==> src/hw/bfl_pkg.sv <==
// constants, types and helpers shared by the burst read logic
package bfl_pkg;

	// ------------------------------------------------------------
	// widths
	// ------------------------------------------------------------
	localparam int ADDR_W      = 24;
	localparam int DATA_W      = 16;
	localparam int WAIT_W      = 4;
	localparam int CNT_W       = 5;

	// ------------------------------------------------------------
	// address boundaries
	// ------------------------------------------------------------
	localparam int          ROW_BITS      = 7;
	localparam logic [6:0]  ROW_LAST      = 7'h7F;
	localparam logic [23:0] ADDR_ZERO     = 24'h000000;
	localparam logic [4:0]  CROSS_WAIT    = 5'h02;

	// ------------------------------------------------------------
	// wait-state field
	// ------------------------------------------------------------
	localparam logic [3:0]  WAIT_DEFAULT  = 4'hD;
	localparam logic [3:0]  WAIT_LOW_TOP  = 4'h5;
	localparam logic [3:0]  WAIT_HIGH_LO  = 4'h8;
	localparam logic [3:0]  WAIT_HIGH_TOP = 4'hD;
	localparam logic [3:0]  EDGE_OFFSET   = 4'h2;
	localparam logic [3:0]  EDGE_DEFAULT  = 4'hD;

	// ------------------------------------------------------------
	// status word layout and fill value
	// ------------------------------------------------------------
	localparam int          SUSPEND_BIT   = 2;
	localparam int          BUSY_BIT      = 6;
	localparam logic [15:0] FILL_WORD     = 16'h0000;

	// ------------------------------------------------------------
	// types
	// ------------------------------------------------------------
	typedef enum logic [1:0] {
		BFL_IDLE,
		BFL_LAT,
		BFL_DATA,
		BFL_CROSS
	} bfl_burst_type;

	typedef enum logic [2:0] {
		BFL_E_IDLE,
		BFL_E_PROG,
		BFL_E_PWAIT,
		BFL_E_ERASE,
		BFL_E_EWAIT
	} bfl_erase_type;

	// rising edge after capture on which first data is valid
	function automatic logic [3:0] bfl_first_edge(input logic [3:0] code);
		logic [3:0] e;
		e = EDGE_DEFAULT;
		if (code <= WAIT_LOW_TOP)
			e = code + EDGE_OFFSET;
		else if (code >= WAIT_HIGH_LO && code <= WAIT_HIGH_TOP)
			e = code;
		return e;
	endfunction

endpackage

==> src/hw/bfl_burst_if.sv <==
// carrier between the read control and the burst engine
`timescale 1ns/1ps

interface bfl_burst_if;
	logic                          start;
	logic                          stop;
	logic [bfl_pkg::ADDR_W-1:0]    start_addr;
	logic [3:0]                    first_edge;
	logic                          pre;
	logic                          pre_nxt;
	logic [bfl_pkg::ADDR_W-1:0]    addr;

	modport ctl (
		output start,
		output stop,
		output start_addr,
		output first_edge,
		input  pre,
		input  pre_nxt,
		input  addr
	);

	modport eng (
		input  start,
		input  stop,
		input  start_addr,
		input  first_edge,
		output pre,
		output pre_nxt,
		output addr
	);
endinterface

==> src/hw/bfl_flash_read.sv <==
// burst read, status toggle and erase sequencing for the flash core
//
// Behaviour
// suspend toggle only inside erase-suspended sector
// read strobe or chip select edge advances toggles
// boundary every 128 words, also address zero
// ready with data, or one clock early
// wait code sets first data edge
// wait code resets to 1101, edge thirteen
// address captured on clock edge, latency starts
// other banks read array data while busy
// host reads status twice before deciding
// erase pre-programs region to 00h first
// ready drops during boundary crossing wait
`timescale 1ns/1ps

module bfl_flash_read #(
	parameter int BANK_W       = 2,
	parameter int SECTOR_W     = 8,
	parameter int REGION_WORDS = 16
) (
	// clock and reset
	input  wire logic                          clk_i,
	input  wire logic                          rst_b_i,
	// host pins
	input  wire logic                          address_valid_n_i,
	input  wire logic                          ce_n_i,
	input  wire logic                          oe_n_i,
	input  wire logic [bfl_pkg::ADDR_W-1:0]    addr_i,
	output logic      [bfl_pkg::DATA_W-1:0]    data_o,
	output logic                               data_valid_o,
	output logic                               ready_o,
	// configuration load from the command logic
	input  wire logic                          cfg_load_i,
	input  wire logic                          ready_lead_select_i,
	input  wire logic                          wait_field_msb_i,
	input  wire logic                          wait_field_bit2_i,
	input  wire logic                          wait_field_bit1_i,
	input  wire logic                          wait_field_bit0_i,
	// array read port
	output logic      [bfl_pkg::ADDR_W-1:0]    array_addr_o,
	input  wire logic [bfl_pkg::DATA_W-1:0]    array_data_i,
	// operation state
	input  wire logic                          program_busy_i,
	input  wire logic [BANK_W-1:0]             busy_bank_i,
	input  wire logic                          erase_suspended_i,
	input  wire logic [SECTOR_W-1:0]           suspended_sector_i,
	// erase sequencing
	input  wire logic                          erase_start_i,
	input  wire logic [bfl_pkg::ADDR_W-1:0]    erase_base_i,
	output logic                               pgm_req_o,
	output logic      [bfl_pkg::ADDR_W-1:0]    pgm_addr_o,
	output logic      [bfl_pkg::DATA_W-1:0]    pgm_data_o,
	input  wire logic                          pgm_done_i,
	output logic                               erase_req_o,
	input  wire logic                          erase_done_i,
	output logic                               erase_busy_o
);
	localparam int AW   = bfl_pkg::ADDR_W;
	localparam int NPIN = 3;
	localparam logic [AW-1:0] LAST_OFS = AW'(REGION_WORDS - 1);

	// ------------------------------------------------------------
	// pin synchronisers
	// ------------------------------------------------------------
	logic [NPIN-1:0] pin_s1_r;
	logic [NPIN-1:0] pin_s2_r;
	logic [NPIN-1:0] pin_s3_r;
	logic [NPIN-1:0] pin_r;
	logic [AW-1:0]   addr_s1_r;
	logic [AW-1:0]   addr_s2_r;
	logic [AW-1:0]   addr_s3_r;
	wire  [NPIN-1:0] pin_raw = {oe_n_i, ce_n_i, address_valid_n_i};
	wire  [NPIN-1:0] pin_nxt = (pin_s2_r & ~(pin_s2_r ^ pin_s3_r))
		| (pin_r & (pin_s2_r ^ pin_s3_r));

	always_ff @(posedge clk_i or negedge rst_b_i)
	begin
		if (!rst_b_i)
		begin
			pin_s1_r  <= '1;
			pin_s2_r  <= '1;
			pin_s3_r  <= '1;
			pin_r     <= '1;
			addr_s1_r <= '0;
			addr_s2_r <= '0;
			addr_s3_r <= '0;
		end
		else
		begin
			pin_s1_r  <= pin_raw;
			pin_s2_r  <= pin_s1_r;
			pin_s3_r  <= pin_s2_r;
			pin_r     <= pin_nxt;
			addr_s1_r <= addr_i;
			addr_s2_r <= addr_s1_r;
			addr_s3_r <= addr_s2_r;
		end
	end

	wire avd_fall = pin_r[0] & ~pin_nxt[0];
	wire ce_fall  = pin_r[1] & ~pin_nxt[1];
	wire oe_fall  = pin_r[2] & ~pin_nxt[2];
	wire ce_off   = pin_nxt[1];
	wire oe_off   = pin_nxt[2];

	// ------------------------------------------------------------
	// configuration
	// ------------------------------------------------------------
	logic [3:0] wait_code_r;
	logic       lead_r;
	wire  [3:0] wait_code_in = {wait_field_msb_i, wait_field_bit2_i,
		wait_field_bit1_i, wait_field_bit0_i};

	always_ff @(posedge clk_i or negedge rst_b_i)
	begin
		if (!rst_b_i)
		begin
			wait_code_r <= bfl_pkg::WAIT_DEFAULT;
			lead_r      <= 1'b0;
		end
		else if (cfg_load_i)
		begin
			wait_code_r <= wait_code_in;
			lead_r      <= ready_lead_select_i;
		end
	end

	// ------------------------------------------------------------
	// burst engine
	// ------------------------------------------------------------
	bfl_burst_if burst ();

	assign burst.start      = avd_fall & ~ce_off;
	assign burst.stop       = ce_off;
	assign burst.start_addr = addr_s3_r;
	assign burst.first_edge = bfl_pkg::bfl_first_edge(wait_code_r);

	bfl_burst_engine u_engine (
		.clk_i   (clk_i),
		.rst_b_i (rst_b_i),
		.bus     (burst.eng)
	);

	// ------------------------------------------------------------
	// erase sequencer
	// ------------------------------------------------------------
	bfl_pkg::bfl_erase_type er_state_r;
	logic [AW-1:0]          pgm_addr_r;
	logic [AW-1:0]          er_ofs_r;
	logic                   pgm_req_r;
	logic                   erase_req_r;
	logic                   erase_busy_r;

	always_ff @(posedge clk_i or negedge rst_b_i)
	begin
		if (!rst_b_i)
		begin
			er_state_r  <= bfl_pkg::BFL_E_IDLE;
			pgm_addr_r  <= '0;
			er_ofs_r    <= '0;
			pgm_req_r   <= 1'b0;
			erase_req_r <= 1'b0;
			erase_busy_r <= 1'b0;
		end
		else
		begin
			pgm_req_r   <= 1'b0;
			erase_req_r <= 1'b0;
			unique case (er_state_r)
				bfl_pkg::BFL_E_IDLE:
					if (erase_start_i)
					begin
						pgm_addr_r   <= erase_base_i;
						erase_busy_r <= 1'b1;
						er_ofs_r   <= '0;
						er_state_r <= bfl_pkg::BFL_E_PROG;
					end
				bfl_pkg::BFL_E_PROG:
				begin
					pgm_req_r  <= 1'b1;
					er_state_r <= bfl_pkg::BFL_E_PWAIT;
				end
				bfl_pkg::BFL_E_PWAIT:
					if (pgm_done_i)
					begin
						er_ofs_r   <= er_ofs_r + 1'b1;
						pgm_addr_r <= pgm_addr_r + 1'b1;
						er_state_r <= (er_ofs_r == LAST_OFS)
							? bfl_pkg::BFL_E_ERASE
							: bfl_pkg::BFL_E_PROG;
					end
				bfl_pkg::BFL_E_ERASE:
				begin
					erase_req_r <= 1'b1;
					er_state_r  <= bfl_pkg::BFL_E_EWAIT;
				end
				bfl_pkg::BFL_E_EWAIT:
					if (erase_done_i)
					begin
						er_state_r   <= bfl_pkg::BFL_E_IDLE;
						erase_busy_r <= 1'b0;
					end
				default:
				begin
					er_state_r   <= bfl_pkg::BFL_E_IDLE;
					erase_busy_r <= 1'b0;
				end
			endcase
		end
	end

	wire er_busy = erase_busy_r;
	wire op_busy = er_busy | program_busy_i;

	// ------------------------------------------------------------
	// status toggles
	// ------------------------------------------------------------
	logic busy_tog_r;
	logic susp_tog_r;
	// one count per read: a strobe fall only while the other is low
	wire  new_read = (oe_fall & ~ce_off)
		| (ce_fall & ~oe_off);
	wire  in_busy  = op_busy
		& (burst.addr[AW-1 -: BANK_W] == busy_bank_i);
	wire  in_susp  = erase_suspended_i
		& (burst.addr[AW-1 -: SECTOR_W]
		== suspended_sector_i);

	always_ff @(posedge clk_i or negedge rst_b_i)
	begin
		if (!rst_b_i)
		begin
			busy_tog_r <= 1'b0;
			susp_tog_r <= 1'b0;
		end
		else if (new_read)
		begin
			busy_tog_r <= busy_tog_r ^ op_busy;
			susp_tog_r <= susp_tog_r ^ in_susp;
		end
	end

	logic [bfl_pkg::DATA_W-1:0] status_word;
	always_comb
	begin
		status_word = '0;
		status_word[bfl_pkg::BUSY_BIT]    = busy_tog_r;
		status_word[bfl_pkg::SUSPEND_BIT] = susp_tog_r;
	end

	// ------------------------------------------------------------
	// output stage
	// ------------------------------------------------------------
	logic [bfl_pkg::DATA_W-1:0] data_r;
	logic                       valid_r;
	logic                       ready_r;
	wire  [bfl_pkg::DATA_W-1:0] read_word = in_busy
		? status_word : array_data_i;

	always_ff @(posedge clk_i or negedge rst_b_i)
	begin
		if (!rst_b_i)
		begin
			data_r  <= '0;
			valid_r <= 1'b0;
			ready_r <= 1'b0;
		end
		else
		begin
			valid_r <= burst.pre & ~burst.stop;
			ready_r <= (lead_r ? burst.pre_nxt : burst.pre)
				& ~burst.stop;
			if (burst.pre)
				data_r <= read_word;
		end
	end

	assign data_o       = data_r;
	assign data_valid_o = valid_r;
	assign ready_o      = ready_r;
	assign array_addr_o = burst.addr;
	assign pgm_req_o    = pgm_req_r;
	assign pgm_addr_o   = pgm_addr_r;
	assign pgm_data_o   = bfl_pkg::FILL_WORD;
	assign erase_req_o  = erase_req_r;
	assign erase_busy_o = er_busy;
endmodule

==> src/hw/bfl_burst_engine.sv <==
// burst latency and row boundary sequencing
`timescale 1ns/1ps

module bfl_burst_engine (
	// clock and reset
	input  wire logic clk_i,
	input  wire logic rst_b_i,
	// control side
	bfl_burst_if.eng  bus
);
	// ------------------------------------------------------------
	// state
	// ------------------------------------------------------------
	bfl_pkg::bfl_burst_type     state_r;
	bfl_pkg::bfl_burst_type     state_nxt;
	logic [bfl_pkg::CNT_W-1:0]  cnt_r;
	logic [bfl_pkg::CNT_W-1:0]  cnt_nxt;
	logic [bfl_pkg::CNT_W-1:0]  lat_r;
	logic [bfl_pkg::ADDR_W-1:0] addr_r;
	logic [bfl_pkg::ADDR_W-1:0] addr_nxt;
	logic [bfl_pkg::CNT_W-1:0]  lat_total;
	wire                        row_end;

	// start at address zero counts as a crossing: extra wait up front
	assign lat_total = {1'b0, bus.first_edge}
		+ ((bus.start_addr == bfl_pkg::ADDR_ZERO)
		? bfl_pkg::CROSS_WAIT : '0);
	assign row_end = (addr_r[bfl_pkg::ROW_BITS-1:0]
		== bfl_pkg::ROW_LAST);

	// ------------------------------------------------------------
	// next state
	// ------------------------------------------------------------
	always_comb
	begin
		state_nxt = state_r;
		cnt_nxt   = cnt_r + 1'b1;
		addr_nxt  = addr_r;
		if (bus.start)
		begin
			// capture edge is edge 0 of the latency count
			state_nxt = bfl_pkg::BFL_LAT;
			cnt_nxt   = 5'h01;
			addr_nxt  = bus.start_addr;
		end
		else if (bus.stop)
			state_nxt = bfl_pkg::BFL_IDLE;
		else
		begin
			unique case (state_r)
				bfl_pkg::BFL_IDLE:
					cnt_nxt = '0;
				bfl_pkg::BFL_LAT:
					if (cnt_r == lat_r - 1'b1)
						state_nxt = bfl_pkg::BFL_DATA;
				bfl_pkg::BFL_DATA:
				begin
					addr_nxt = addr_r + 1'b1;
					cnt_nxt  = '0;
					if (row_end)
						state_nxt = bfl_pkg::BFL_CROSS;
				end
				bfl_pkg::BFL_CROSS:
					if (cnt_r == bfl_pkg::CROSS_WAIT - 1'b1)
						state_nxt = bfl_pkg::BFL_DATA;
			endcase
		end
	end

	// ------------------------------------------------------------
	// registers
	// ------------------------------------------------------------
	always_ff @(posedge clk_i or negedge rst_b_i)
	begin
		if (!rst_b_i)
		begin
			state_r <= bfl_pkg::BFL_IDLE;
			cnt_r   <= '0;
			lat_r   <= '0;
			addr_r  <= '0;
		end
		else
		begin
			state_r <= state_nxt;
			cnt_r   <= cnt_nxt;
			addr_r  <= addr_nxt;
			if (bus.start)
				lat_r <= lat_total;
		end
	end

	assign bus.pre     = (state_r == bfl_pkg::BFL_DATA);
	assign bus.pre_nxt = (state_nxt == bfl_pkg::BFL_DATA);
	assign bus.addr    = addr_r;
endmodule

==> config.mk <==
export PLATFORM = sky130hd
export DESIGN_NAME = bfl_flash_read
export DESIGN_NICKNAME = d
export VERILOG_FILES = /design/src/hw/bfl_pkg.sv /design/src/hw/bfl_burst_if.sv /design/src/hw/bfl_flash_read.sv /design/src/hw/bfl_burst_engine.sv
export SDC_FILE = /design/constraint.sdc
export NUM_CORES = 1
export LEC_CHECK = 0
export ABC_AREA = 1
export BUFFER_PORTS_ARGS = -buffer_cell sky130_fd_sc_hd__buf_2
export CORE_MARGIN = 2
export CORE_UTILIZATION = 55
export DETAILED_ROUTE_END_ITERATION = 8
export GPL_TIMING_DRIVEN = 0
export HOLD_SLACK_MARGIN = 0.12
export PLACE_DENSITY = 0.79
export REMOVE_ABC_BUFFERS = 1
export SLEW_MARGIN = 40
export SYNTH_ARGS = -nofsm -noshare
export SYNTH_HDL_FRONTEND = slang
export SYNTH_SLANG_ARGS = --single-unit
==> constraint.sdc <==
create_clock -name clk_i -period 2 [get_ports clk_i]
set_input_delay 0.2 -clock clk_i [delete_from_list [all_inputs] [get_ports clk_i]]
set_output_delay 0.2 -clock clk_i [all_outputs]
set_load 0.01 [all_outputs]
==> impl_metrics.tcl <==
set metrics [dict create \
    clock_skew_ns 0.01281 \
    routed_wl_mm 23.87 \
    pre_cts_ws_ns -0.6822 \
    status "finished clean" \
    fmax_mhz 517.9 \
    core_mm2 0.01664 \
    slew_headroom 0.5638 \
    diodes 0 \
    crit_buf_inv 3 \
    p_int_uw 8567 \
    critPathMaxStageDelay_ns 0.56 \
    power_frac_comb 0.321 \
    holdWs_ns 0.1272 \
    cp_data_required_time_ns 2.36 \
    yosysTopAreaCellShare 0.4892 \
    hp-start "erase_base_i[20]" \
    cap_violations 0 \
    synth-edff-count 0 \
    vias_per_cell 5.390 \
    drc 0 \
    r2r-end "u_engine.bus.addr[15]$_DFFE_PN0P_" \
    crit_slowest_cell "dfstp_2" \
    critPathTopFamily "simple AND/OR/NAND/NOR gates" \
    grt_start_max_net_pins 77 \
    slew_viol_final 0 \
    switching_share 0.3811 \
    start_util 0.5656 \
    ys_ff_latch 199 \
    synth_area_mm2 0.009413 \
    final_nets 1439 \
    synth_cells 1095 \
    area_growth_syn_to_layout_pct 27.13 \
    clk_pin_slew_ns 0.07 \
    vias 8479 \
    grt_overflow 0 \
    yosys-top-cells-area "dfrtp_1 49%, nand2_1 11%, nand3_1 4.5%" \
    postRouteAntennaNets 0 \
    powerDensity_mw_per_mm2 1157 \
    power_frac_seq 0.421 \
    grt_antenna_before_repair 0 \
    yosysWarnings 0 \
    ys_async_sr_fraction 1.000 \
    htreeDepth 4 \
    worst_slew_pin_slew_ns 0.6542 \
    dr.pass1.iters 5 \
    final_hold_viol_count 0 \
    end_kind "flop" \
    hpwlAfterDp_mm 15.46 \
    grt_first_pass_wirelength_mm 38.06 \
    holdPathStages 4 \
    path_cells "a21oi_1 > nor2_2 > inv_2 > nand3_4 > inv_4 > nor2_4 > inv_1 > o211ai_1" \
    fin_crit_ns 1.931 \
    grt_usage 0.2641 \
    p_leak_uw 0.005652 \
    worstReg2RegStart "pin_r[1]$_DFF_PN1_" \
    reg2reg_depth 8 \
    min_path_type "in2reg" \
    min_to "pgm_addr_o[20]$_DFFE_PN0P_" \
    ys_types 48 \
    cp_data_arrival_time_ns 2.29 \
    multi_input_area_mm2 0.003874 \
    cts_tree "built" \
    initialDrtViolationCount 807 \
    routedWlPerCell_um 15.18 \
    die_w_um 134.8 \
    clock_latency_ns 0.44 \
    port_buffers 158 \
    grt_pass1_vias 8042 \
    clkPwrFrac 0.258 \
    start_kind "flop" \
    dominantRegCellSynth "dfrtp_1" \
    die_area_mm2 0.01818 \
    numClockSinks 199 \
    setup_viol 0 \
    avgSynthCellArea_um2 8.596 \
    drive_gt1_frac 0.2047 \
    period_share 0.9655 \
    clk_path_buf_depth 2 \
    clockRootBuffer "clkbuf_16" \
    die_y_um 134.8 \
    layout_setup_ws_ns 0.06894 \
    routabilityCongestion 0.8796 \
    fillers 1164 \
    worst-path-max-fanout 33 \
    vdd_ir_drop_max_mv 0.7281 \
    seq_area_mm2 0.005000 \
    p_sw_uw 5274 \
    r2r_slack_ns 0.07 \
    synth_top_cell_by_area "dfrtp_1" \
    num_rows 47 \
    ys_seq_area_frac 0.5310 \
    cts_buffers 17 \
    critPathKind "reg2reg" \
    io_pins 175 \
]
-- final cells by class --
| class | instances | area share |
|---|---|---|
| multi-input cells | 756 | 0.3237 |
| clock buffers | 17 | 0.03555 |
| clock inverters | 15 | 0.01568 |
| flip-flops and latches | 199 | 0.4178 |
| well taps | 220 | 0.02300 |
| repair buffers | 252 | 0.1470 |
| inverters | 114 | 0.03722 |
-- sequential cells by signal, indices dropped and copies added (netlist names), 4 cells and up --
signal	flops
u_engine.lat_r	5
u_engine.cnt_r	5
u_engine.bus.addr	24
addr_s2_r	24
addr_s3_r	24
wait_code_r	4
addr_s1_r	24
pgm_addr_o	24
data_o	16
er_ofs_r	24
-- repair_timing --
action	CTS	global route
gates resized for setup	8	12
buffers inserted	7	7
cloned	0	1
pin swaps	3	4
hold buffers	77	0
hold endpoints to repair	148	0
endpoints found under the setup margin	63	58
-- worst max-delay path by stage --
stage	endpoint	from	cells after the start	slack (ns)
finish	u_engine.bus.addr[15]$_DFFE_PN0P_	pin_r[1]$_DFF_PN1_	8	0.07
global route	er_ofs_r[16]$_DFFE_PN0P_	er_ofs_r[0]$_DFFE_PN0P_	9	-0.03
CTS	u_engine.bus.addr[14]$_DFFE_PN0P_	pin_r[1]$_DFF_PN1_	9	0.01
detailed placement	u_engine.bus.addr[15]$_DFFE_PN0P_	pin_r[1]$_DFF_PN1_	8	-0.68
global placement	pgm_addr_o[21]$_DFFE_PN0P_	rst_b_i	1	-2.45
floorplan	pgm_addr_o[8]$_DFFE_PN0P_	er_state_r[1]$_DFFE_PN0P_	8	-0.64
-- worst min-delay path, cell delays in order --
cell	delay [ns]
buf_2	0.07
o21ai_0	0.07
o21bai_1	0.15
nand2_1	0.05
-- routing by layer --
metal	vias up	wire length [µm]	global-route usage
met4	0	594	0.1018
met5	-	0	0
met3	61	1514	0.04617
li1	4035	-	-
met1	3998	10070	0.3496
met2	385	11700	0.4371
-- stage by stage --
stage	total power, µW	instances	TNS, ns	area (µm²)	util
finish	13840	1573	0	11970	0.7190
global route	14660	1573	-0.02839	11970	0.7190
CTS	13680	1565	0	11850	0.7123
detailed placement	9891	1449	-23.57	10390	0.6240
global placement	9689	1446	-541.59	10280	0.6180
floorplan	8233	1068	-18.00	9219	-
-- logic make-up after synthesis --
group	count (synthesis)	share of synthesized area
simple gates	567	0.2712
flops	199	0.5310
buf+inv	156	0.07204
compound gates	121	0.07351
xor+xnor	38	0.03536
fa+ha+maj	10	0.01303
mux	3	0.003456
other cells	1	0.0003984
-- cells in the mapped netlist (all sizes together) (2+ instances only) --
cell,instances
nand3b,6
o22ai,3
or2,11
nor3,26
a21oi,20
nand2,286
inv,114
nand3,87
o21ai,66
ha,9
nor2,106
xnor2,8
dfstp,15
or4,2
o211ai,18
clkbuf,11
mux2,2
nor4,4
o31ai,3
buf,31
a31oi,6
nand4,37
xor2,30
dfrtp,184
-- power by group through the flow --
stage / logic (µW) / clock network, µW / registers [µW]
floorplan: 2350 / 0 / 5890
CTS: 4280 / 3630 / 5770
detailed placement: 4070 / 0 / 5820
global placement: 3880 / 0 / 5810
finish: 4440 / 3580 / 5820
global route: 4920 / 3800 / 5930
-- placed cells by master (no fill, tap or decap), drive strengths merged, types with 2 or more instances in the layout --
cell           n
clkinv         5
nand3         87
inv          120
xnor2          8
a21oi         20
dlygate4sd3   77
o211ai        18
a31oi          6
bufinv         3
clkbuf        17
conb          16
dfrtp        184
nand3b         6
or2           11
nor3          26
nand4         37
o21ai         66
dfstp         15
ha             9
buf          175
o22ai          3
nor2         107
nand2        286
o31ai          3
mux2           2
nor4           4
xor2          30
or4            2
Power figures use the tool's default switching activity.
